==> config.mk <==
export PLATFORM = sky130hd
export DESIGN_NAME = misc_config_header
export DESIGN_NICKNAME = d
export VERILOG_FILES = /design/src/rtl/misc_cfg_pkg.sv /design/src/rtl/misc_config_header.sv
export SDC_FILE = /design/constraint.sdc
export NUM_CORES = 1
export LEC_CHECK = 0
export ABC_AREA = 0
export ABC_CLOCK_PERIOD_IN_PS = 2500
export BUFFER_PORTS_ARGS = -buffer_cell sky130_fd_sc_hd__buf_2
export CAP_MARGIN = 15
export CELL_PAD_IN_SITES_DETAIL_PLACEMENT = 1
export CELL_PAD_IN_SITES_GLOBAL_PLACEMENT = 1
export CORE_MARGIN = 5
export CORE_UTILIZATION = 47
export CTS_CLUSTER_DIAMETER = 40
export DETAILED_ROUTE_END_ITERATION = 8
export GPL_TIMING_DRIVEN = 0
export PLACE_DENSITY = 0.78
export SYNTH_ARGS = -nofsm -noshare
export SYNTH_HDL_FRONTEND = slang
export SYNTH_SLANG_ARGS = --single-unit
==> constraint.sdc <==
create_clock -name clk -period 2.5 [get_ports clk]
set_input_delay 0.5 -clock clk [delete_from_list [all_inputs] [get_ports clk]]
set_output_delay 0.5 -clock clk [all_outputs]
set_load 0.01 [all_outputs]
==> src/rtl/misc_cfg_pkg.sv <==
// constants for the configuration header and error-reporting control bank
package misc_cfg_pkg;
    // register byte offsets
    localparam logic [11:0] OFF_IDENT = 12'h000;
    localparam logic [11:0] OFF_CLASS = 12'h008;
    localparam logic [11:0] OFF_HEADER = 12'h00C;
    localparam logic [11:0] OFF_ENABLES = 12'h040;
    localparam logic [11:0] OFF_ACTION = 12'h044;
    localparam logic [11:0] OFF_STAT_LO = 12'h048;
    localparam logic [11:0] OFF_STAT_HI = 12'h04C;
    localparam logic [11:0] OFF_ADDR_LO = 12'h050;
    localparam logic [11:0] OFF_ADDR_HI = 12'h054;
    localparam logic [11:0] OFF_MEMCTL_XBAR = 12'h078;
    localparam logic [11:0] OFF_FREE_LIST = 12'h07C;
    localparam logic [11:0] OFF_PWR_LOW = 12'h080;
    localparam logic [11:0] OFF_PWR_HIGH = 12'h084;
    localparam logic [11:0] OFF_APER_CTRL = 12'h090;
    localparam logic [11:0] OFF_APER_BASE = 12'h094;
    localparam logic [11:0] OFF_REMAP_BASE = 12'h098;
    localparam logic [11:0] OFF_REMAP_CACHE = 12'h09C;
    localparam logic [11:0] OFF_PWR_MISC = 12'h0A0;
    localparam logic [11:0] OFF_SPARE_RANK = 12'h0B0;
    localparam logic [11:0] OFF_CLK_TIM_LOW = 12'h0D4;
    localparam logic [11:0] OFF_CLK_TIM_HIGH = 12'h0D8;
    localparam logic [11:0] OFF_RDPTR_TUNE = 12'h0DC;
    localparam logic [11:0] OFF_THERM_TRIP = 12'h0E4;
    localparam logic [11:0] OFF_NB_CAPS = 12'h0E8;
    localparam logic [11:0] OFF_FAMILY_MODEL = 12'h0FC;
    localparam logic [11:0] EXT_CFG_BASE = 12'h100;
    // identity values: arbitrary, not those of any real part
    localparam logic [15:0] DEVICE_CODE = 16'h5A01;
    localparam logic [15:0] MAKER_CODE = 16'hC0DE;
    localparam logic [7:0] REVISION_BYTE = 8'h00;
    localparam logic [31:0] FAMILY_MODEL_VALUE = 32'h0000_0000;
    // header field values
    localparam logic [7:0] BASE_CLASS_BYTE = 8'h06;
    localparam logic [7:0] SUBCLASS_BYTE = 8'h00;
    localparam logic [7:0] PROG_IF_BYTE = 8'h00;
    localparam logic [7:0] HEADER_LAYOUT_BYTE = 8'h80;
    localparam logic [7:0] SELF_TEST_BYTE = 8'h00;
    localparam logic [7:0] LATENCY_TIMER_BYTE = 8'h00;
    localparam logic [7:0] CACHE_LINE_SIZE_BYTE = 8'h00;
    // reporting-enable bit positions
    localparam logic [4:0] BIT_CORR_ECC = 5'h00;
    localparam logic [4:0] BIT_UNCORR_ECC = 5'h01;
    localparam logic [4:0] BIT_LINK0_CRC = 5'h02;
    localparam logic [4:0] BIT_LINK2_SYNC = 5'h07;
    localparam logic [4:0] BIT_MASTER_ABORT = 5'h08;
    localparam logic [4:0] BIT_TARGET_ABORT = 5'h09;
    localparam logic [4:0] BIT_TABLE_WALK = 5'h0A;
    localparam logic [4:0] BIT_ATOMIC_RMW = 5'h0B;
    localparam logic [4:0] BIT_WATCHDOG = 5'h0C;
    localparam logic [4:0] BIT_MEM_PARITY = 5'h12;
    localparam logic [31:0] ENABLES_MASK = 32'h0004_1FFF;
    localparam logic [31:0] ENABLES_RESET = 32'h0000_0000;
    localparam logic [31:0] ACTION_MASK = 32'h7BF3_FFFF;
    localparam logic [31:0] ACTION_RESET = 32'h0000_0000;
    // upper status field positions
    localparam int ST_VALID = 31;
    localparam int ST_OVERFLOW = 30;
    localparam int ST_UNCORR = 29;
    localparam int ST_REPORT_EN = 28;
    // side-path register selects
    localparam logic [2:0] SIDE_ENABLES = 3'h0;
    localparam logic [2:0] SIDE_STAT_LO = 3'h1;
    localparam logic [2:0] SIDE_STAT_HI = 3'h2;
    localparam logic [2:0] SIDE_ADDR_LO = 3'h3;
    localparam logic [2:0] SIDE_ADDR_HI = 3'h4;
    // plain storage registers
    localparam int MISC_COUNT = 13;
    localparam logic [3:0] MISC_NONE = 4'hF;
    localparam logic [31:0] MEMCTL_XBAR_RESET = 32'h0800_3800;
    localparam logic [31:0] FREE_LIST_RESET = 32'h0000_221B;
    localparam logic [31:0] MISC_DEFAULT_RESET = 32'h0000_0000;
    localparam logic [31:0] ALL_ONES = 32'hFFFF_FFFF;
endpackage

==> src/rtl/misc_config_header.sv <==
// configuration header and error-reporting control bank of the misc-control function
`timescale 1ns/1ps
// Summary of operation
// unimplemented standard locations read zero
// software avoids extended unimplemented locations
// identity word: device code over maker
// class word: host bridge, zero sub/if
// header layout byte reads 80h
// self-test, latency, line-size bytes read zero
// action register reachable by config only
// enables gate reporting, never other actions
// report needs local and global enable
// error logs survive warm reset
// logs capture status and address
// ecc, crc, sync enables at bits 0-7
// abort, walk, rmw, watchdog, parity enables
// enables reset zero, reserved read zero
// correctable enable only sets status enable
// crc or sync event floods links
// aborts answer error with all ones
// reads one access, read-only writes ignored
module misc_config_header import misc_cfg_pkg::*; (
    // clock and resets
    input wire logic clk,
    input wire logic rst_n,
    input wire logic warmReset,
    // global machine-check enable
    input wire logic globalMcEn,
    // configuration access
    input wire logic cfgReq,
    input wire logic cfgWrite,
    input wire logic [11:0] cfgAddr,
    input wire logic [31:0] cfgWdata,
    output logic [31:0] cfgRdata,
    output logic cfgAck,
    // model-specific register path
    input wire logic msrReq,
    input wire logic msrWrite,
    input wire logic [2:0] msrSel,
    input wire logic [31:0] msrWdata,
    output logic [31:0] msrRdata,
    output logic msrAck,
    // error events
    input wire logic errValid,
    input wire logic [4:0] errType,
    input wire logic errUncorrected,
    input wire logic [63:0] errAddr,
    // error actions
    output logic mcReport,
    output logic syncFlood,
    output logic errRespValid,
    output logic [31:0] errRespData
);
    logic [31:0] enablesReg;
    logic [31:0] actionReg;
    logic [31:0] statLoReg;
    logic [31:0] statHiReg;
    logic [31:0] addrLoReg;
    logic [31:0] addrHiReg;
    logic [31:0] miscReg [MISC_COUNT];
    logic [31:0] cfgReadValue;
    logic [31:0] sideReadValue;

    function automatic logic [3:0] misc_index(input logic [11:0] a);
        case (a)
            OFF_MEMCTL_XBAR: misc_index = 4'h0;
            OFF_FREE_LIST: misc_index = 4'h1;
            OFF_PWR_LOW: misc_index = 4'h2;
            OFF_PWR_HIGH: misc_index = 4'h3;
            OFF_APER_CTRL: misc_index = 4'h4;
            OFF_APER_BASE: misc_index = 4'h5;
            OFF_REMAP_BASE: misc_index = 4'h6;
            OFF_REMAP_CACHE: misc_index = 4'h7;
            OFF_PWR_MISC: misc_index = 4'h8;
            OFF_SPARE_RANK: misc_index = 4'h9;
            OFF_CLK_TIM_LOW: misc_index = 4'hA;
            OFF_CLK_TIM_HIGH: misc_index = 4'hB;
            OFF_RDPTR_TUNE: misc_index = 4'hC;
            default: misc_index = MISC_NONE;
        endcase
    endfunction

    // access decode; config wins a same-cycle collision, the side request is dropped
    wire [11:0] wordAddr = {cfgAddr[11:2], 2'b00};
    wire sideTake = msrReq & ~cfgReq;
    wire cfgWr = cfgReq & cfgWrite;
    wire sideWr = sideTake & msrWrite;
    wire [31:0] wrData = cfgReq ? cfgWdata : msrWdata;
    wire [3:0] miscIdx = misc_index(wordAddr);
    wire wrEnables = (cfgWr & (wordAddr == OFF_ENABLES)) | (sideWr & (msrSel == SIDE_ENABLES));
    wire wrAction = cfgWr & (wordAddr == OFF_ACTION);
    wire wrStatLo = (cfgWr & (wordAddr == OFF_STAT_LO)) | (sideWr & (msrSel == SIDE_STAT_LO));
    wire wrStatHi = (cfgWr & (wordAddr == OFF_STAT_HI)) | (sideWr & (msrSel == SIDE_STAT_HI));
    wire wrAddrLo = (cfgWr & (wordAddr == OFF_ADDR_LO)) | (sideWr & (msrSel == SIDE_ADDR_LO));
    wire wrAddrHi = (cfgWr & (wordAddr == OFF_ADDR_HI)) | (sideWr & (msrSel == SIDE_ADDR_HI));
    wire wrMisc = cfgWr & (miscIdx != MISC_NONE);

    // event classification
    wire [31:0] typeBit = 32'h0000_0001 << errType;
    wire evEnabled = |(enablesReg & typeBit);
    wire isCorrectable = errType == BIT_CORR_ECC;
    wire reportEvent = errValid & evEnabled & globalMcEn & ~isCorrectable;
    wire floodEvent = errValid & (errType >= BIT_LINK0_CRC) & (errType <= BIT_LINK2_SYNC);
    wire abortEvent = errValid & ((errType == BIT_MASTER_ABORT) | (errType == BIT_TARGET_ABORT));
    wire captureEvent = errValid & ~statHiReg[ST_VALID];
    wire overflowEvent = errValid & statHiReg[ST_VALID];

    always_comb begin
        cfgReadValue = 32'h0000_0000;
        case (wordAddr)
            OFF_IDENT: cfgReadValue = {DEVICE_CODE, MAKER_CODE};
            OFF_CLASS: cfgReadValue = {BASE_CLASS_BYTE, SUBCLASS_BYTE, PROG_IF_BYTE,
                                       REVISION_BYTE};
            OFF_HEADER: cfgReadValue = {SELF_TEST_BYTE, HEADER_LAYOUT_BYTE, LATENCY_TIMER_BYTE,
                                        CACHE_LINE_SIZE_BYTE};
            OFF_ENABLES: cfgReadValue = enablesReg;
            OFF_ACTION: cfgReadValue = actionReg;
            OFF_STAT_LO: cfgReadValue = statLoReg;
            OFF_STAT_HI: cfgReadValue = statHiReg;
            OFF_ADDR_LO: cfgReadValue = addrLoReg;
            OFF_ADDR_HI: cfgReadValue = addrHiReg;
            OFF_FAMILY_MODEL: cfgReadValue = FAMILY_MODEL_VALUE;
            default: begin
                // thermal trip and capability words fall here and read zero
                if (miscIdx != MISC_NONE) begin
                    cfgReadValue = miscReg[miscIdx];
                end
            end
        endcase
        // extended space is undefined; zero is the safe answer
        if (cfgAddr >= EXT_CFG_BASE) begin
            cfgReadValue = 32'h0000_0000;
        end
    end

    always_comb begin
        case (msrSel)
            SIDE_ENABLES: sideReadValue = enablesReg;
            SIDE_STAT_LO: sideReadValue = statLoReg;
            SIDE_STAT_HI: sideReadValue = statHiReg;
            SIDE_ADDR_LO: sideReadValue = addrLoReg;
            SIDE_ADDR_HI: sideReadValue = addrHiReg;
            default: sideReadValue = 32'h0000_0000;
        endcase
    end

    // read answers, one cycle after the request
    always_ff @(posedge clk or negedge rst_n) begin
        if (!rst_n) begin
            cfgRdata <= 32'h0000_0000;
            cfgAck <= 1'b0;
            msrRdata <= 32'h0000_0000;
            msrAck <= 1'b0;
        end else begin
            cfgAck <= cfgReq;
            cfgRdata <= (cfgReq & ~cfgWrite) ? cfgReadValue : 32'h0000_0000;
            msrAck <= sideTake;
            msrRdata <= (sideTake & ~msrWrite) ? sideReadValue : 32'h0000_0000;
        end
    end

    // control words: cleared by cold and warm reset alike
    always_ff @(posedge clk or negedge rst_n) begin
        if (!rst_n) begin
            enablesReg <= ENABLES_RESET;
            actionReg <= ACTION_RESET;
        end else if (warmReset) begin
            enablesReg <= ENABLES_RESET;
            actionReg <= ACTION_RESET;
        end else begin
            if (wrEnables) begin
                enablesReg <= wrData & ENABLES_MASK;
            end
            if (wrAction) begin
                actionReg <= wrData & ACTION_MASK;
            end
        end
    end

    // error logs: only a cold reset clears them, so a warm restart can still see them
    always_ff @(posedge clk or negedge rst_n) begin
        if (!rst_n) begin
            statLoReg <= 32'h0000_0000;
            statHiReg <= 32'h0000_0000;
            addrLoReg <= 32'h0000_0000;
            addrHiReg <= 32'h0000_0000;
        end else if (captureEvent) begin
            // capture wins over a same-cycle software write
            statLoReg <= {27'h0, errType};
            statHiReg <= {1'b1, 1'b0, errUncorrected, evEnabled, 28'h0000000};
            addrLoReg <= errAddr[31:0];
            addrHiReg <= errAddr[63:32];
        end else begin
            if (overflowEvent) begin
                statHiReg[ST_OVERFLOW] <= 1'b1;
            end else if (wrStatHi) begin
                statHiReg <= wrData;
            end
            if (wrStatLo) begin
                statLoReg <= wrData;
            end
            if (wrAddrLo) begin
                addrLoReg <= wrData;
            end
            if (wrAddrHi) begin
                addrHiReg <= wrData;
            end
        end
    end

    // plain storage for the remaining read/write words
    genvar gi;
    generate
        for (gi = 0; gi < MISC_COUNT; gi++) begin : g_misc
            localparam logic [31:0] RESET_VALUE = (gi == 0) ? MEMCTL_XBAR_RESET :
                                                  (gi == 1) ? FREE_LIST_RESET :
                                                  MISC_DEFAULT_RESET;
            always_ff @(posedge clk or negedge rst_n) begin
                if (!rst_n) begin
                    miscReg[gi] <= RESET_VALUE;
                end else if (wrMisc && (miscIdx == 4'(gi))) begin
                    miscReg[gi] <= wrData;
                end
            end
        end
    endgenerate

    // error actions; flooding and abort answers ignore the reporting enables
    always_ff @(posedge clk or negedge rst_n) begin
        if (!rst_n) begin
            mcReport <= 1'b0;
            syncFlood <= 1'b0;
            errRespValid <= 1'b0;
            errRespData <= 32'h0000_0000;
        end else begin
            mcReport <= reportEvent;
            if (warmReset) begin
                syncFlood <= 1'b0;
            end else if (floodEvent) begin
                syncFlood <= 1'b1;
            end
            errRespValid <= abortEvent;
            errRespData <= abortEvent ? ALL_ONES : 32'h0000_0000;
        end
    end
endmodule // misc_config_header

==> reports/results.txt <==
Seq/Total Area, Yosys -> 53.92%
Effective utilization at floorplan -> 47.36%
Crit Path Category -> input pin to flop
Sw Pwr -> 9.016 mW
Worst hold start -> cfgReq
Inserted Clock Buffers -> 114
Layout area overhead -> 33.08%
Final Hold Vio Count -> 0
Layout cells sized above 1 -> 27.93%
Net Sw Frac -> 28.45%
Congestion Overflow GR -> 0
EDFF count, synth -> 0
Drt via density -> 6.836
Min Hold Slack -> 0.04159 ns
Antenna viol nets, final -> 0
Register share of total power -> 37.5%
Average cell area after synthesis -> 9.386 sq um
Worst min path class -> input pin to flop
Vias after detailed routing -> 32.14k
Top_reg_cell synth -> dfrtp_1
Routed WL -> 165,300 um
Yosys warning count -> 0
Data arrival time of the critical path -> 3.25 ns
Gate Count Post-Synth -> 3,241
Failing checks -> setup timing
Synth Net Count -> 3,399
Crit end category -> flop
Die Width -> 264.4 um
Reg2Reg Depth -> 7
Clk_lat worst skew -> 0.69 ns
Drt first-iter violations -> 4,304
Placement Cell Area -> 33,520 sq um
CP Buf/Inv Count -> 6
PortBufs -> 250
Logic pwr share -> 10.3%
Int Pwr -> 22.67 mW
Largest net degree at the start of global routing -> 126
Syn Std Cell Area -> 30,420 sq um
Final Wtd Congestion -> 0.9939
RSZ-0062 raised after global routing -> true
Max cap viols -> 0
Cell area power density -> 782.7 nW/um^2
CP top delay family -> simple AND/OR/NAND/NOR gates
Peak Freq -> 0.3708 GHz
Die Y -> 264.4 um
Core ar. -> 64,230 sq um
Max clock buf depth -> 3
H-tree depth -> 3
GR Util All Layers -> 45.12%
Final WS setup -> -0.1967 ns
# fillers -> 7,032
First-pass GRT wire length -> 233,800 um
Worst path slowest cell -> nand4_1
Status -> complete, but fails checks
Antenna violations before repair -> 4
Seq cells post-synth -> 655
Reg2reg end -> statHiReg[28]
Clk network pwr share -> 52.2%
Finished layout cell area -> 40,480 sq um
Final net count -> 3,904
Pins Over Slew Limit -> 0
Post-layout minimum cycle time -> 2.697 ns
Synth cell types -> 81
CTS Sinks -> 655
Vias in the first global route -> 33.44k
Leakage Power -> 18.23 nW
Avg WL per Cell -> 35.17 um
Worst Tran Pin Value -> 1.142 ns
Max FO, Critical Path -> 8
Final Cycle Share -> 107.9%
Worst Path Required -> 3.05 ns
CP max stage delay -> 0.41 ns
Cell mode on critical path -> buf_12
Tot Pwr -> 31.69 mW
Crit-path cells -> buf_12 -> buf_8 -> nand4b_1 -> buf_4 -> a21oi_4 -> or3_4 -> buf_6 -> buf_12 -> buf_12 -> and3_4 -> a221oi_2 -> nand4_1 -> a21oi_4
Setup-failing EPs final -> 70
Core Rows -> 93
Worst R2R Setup Slack -> 0.03 ns
DP HPWL -> 109,200 um
CTS clk-pin slew, worst paths -> 0.06 ns
Peak VDD IR -> 612.0 uV
CTS tree -> yes
Worst reg2reg startpoint -> enablesReg[5]
Ys async rst share -> 100.0%
WHS Path Cells -> 1
Clock Skews -> 0.03871 ns
Total die area -> 69,910 sq um
Hold Path Sink -> cfgAck
CP Launch Type -> input pin
CTS Root Cell -> clkbuf_16
Critical path depth -> 13
# IOs -> 259
Residual DRC count -> 0
Slew HR -> 23.04%
Setup_tns -> -2.747 ns
Drt first pass iters -> 6
## repair_timing
| item | in CTS | in global routing |
|---|---|---|
| gates cloned | 2 | 1 |
| hold endpoints to repair | 83 | 0 |
| endpoints found under the setup margin | 653 | 460 |
| gates resized for setup | 360 | 192 |
| setup buffers | 85 | 37 |
| hold buffers | 1 | 0 |
| pin swaps | 44 | 33 |
## cell usage in the layout, fill, tap and decap left out, types with 31 or more instances in the layout
cell       count
o31ai_1       85
clkbuf_8      31
buf_2        273
a21oi_1      195
nor2_1       229
clkbuf_16    123
buf_4        159
clkbuf_2      53
a22oi_1       71
mux2i_1       61
dfrtp_1      644
nand2_1      559
o22ai_1       59
clkbuf_1      92
o21ai_1       37
o21ai_0      457
## sequential cells by signal (all words and copies together) (netlist names)
signal	count
cfgAck	1
msrAck	1
errRespData	1
addrLoReg	32
syncFlood	1
msrRdata	32
enablesReg	14
miscReg	416
cfgRdata	32
addrHiReg	32
statHiReg	32
statLoReg	32
mcReport	1
actionReg	28
## through the flow
stage | worst slack [ns] | util [%] | std cells
2_1_floorplan | -0.1296 | - | 3241
3_3_place_gp | -12.63 | 51.68 | 4346
3_5_place_dp | -2.344 | 52.19 | 4366
4_1_cts | -0.01858 | 61.65 | 4664
5_1_grt | -0.2210 | 63.02 | 4700
6_report | -0.1967 | 63.03 | 4701
## routing by layer
layer,part of all wire [%],vias up,global-route usage [%]
met1,36,16310,55.56
met4,8.3,4,30.01
met3,11,786,13.14
li1,-,12610,-
met2,45,2435,69.37
met5,0.024,-,0.06757
## cell type report
| type | instances | area [sq um] | area share (%) |
|---|---|---|---|
| antenna | 1 | 2.502 | 0.006181 |
| tap | 855 | 1070 | 2.642 |
| inverter | 19 | 71.32 | 0.1762 |
| clock buffer | 146 | 3187 | 7.872 |
| timing repair buffer | 396 | 2803 | 6.923 |
| clock inverter | 69 | 848.3 | 2.095 |
| buffer | 297 | 2150 | 5.310 |
| multi-input combinational | 2263 | 13950 | 34.45 |
| sequential | 655 | 16400 | 40.52 |
## synth_stat cells (all sizes together), types with 18 or more instances
library cell,instances,share of area [%]
nand4,20,0.48
o221ai,22,0.65
a21oi,210,3.5
mux2i,87,2.9
nand2,570,7.0
o31ai,89,2.2
or3,26,0.55
buf,99,1.9
mux2,28,1.0
nor3,45,0.82
inv,19,0.23
nor2,246,3.0
o22a,18,0.52
clkbuf,205,2.5
a22oi,71,1.8
dfrtp,645,53
nand3,36,0.63
o22ai,68,1.4
o21ai,499,8.2
## power by group through the flow
stage | Combinational [mW] | Sequential [mW] | Clock, mW
finish | 3.25 | 11.9 | 16.6
CTS | 3.05 | 11.8 | 16.4
global placement | 2.62 | 12.0 | 0
detailed placement | 2.81 | 12.0 | 0
floorplan | 1.54 | 11.7 | 0
global route | 3.41 | 11.9 | 17.0
## cell families (layout without fill, tap and decap cells)
family	count (synthesis)	after routing	share of synthesized area (%)
multiplexers	129	129	4.936
AND/OR/NAND/NOR	1033	1033	14.72
AO/OA/AOI/OAI	1100	1100	21.76
other	0	1	0
XOR/XNOR	1	1	0.02880
flip-flops	655	655	53.92
buffers and inverters	323	927	4.627
## how the worst max path moves through the flow
| stage | end | startpoint |
|---|---|---|
| 3_3_place_gp | miscReg[177] | rst_n |
| 6_report | cfgRdata[14] | cfgAddr[3] |
| 4_1_cts | cfgRdata[30] | cfgAddr[3] |
| 3_5_place_dp | cfgRdata[0] | cfgAddr[10] |
| 5_1_grt | cfgRdata[14] | cfgAddr[3] |
| 2_1_floorplan | cfgRdata[17] | cfgAddr[6] |
Note: power is estimated with default switching activity, not from simulation.
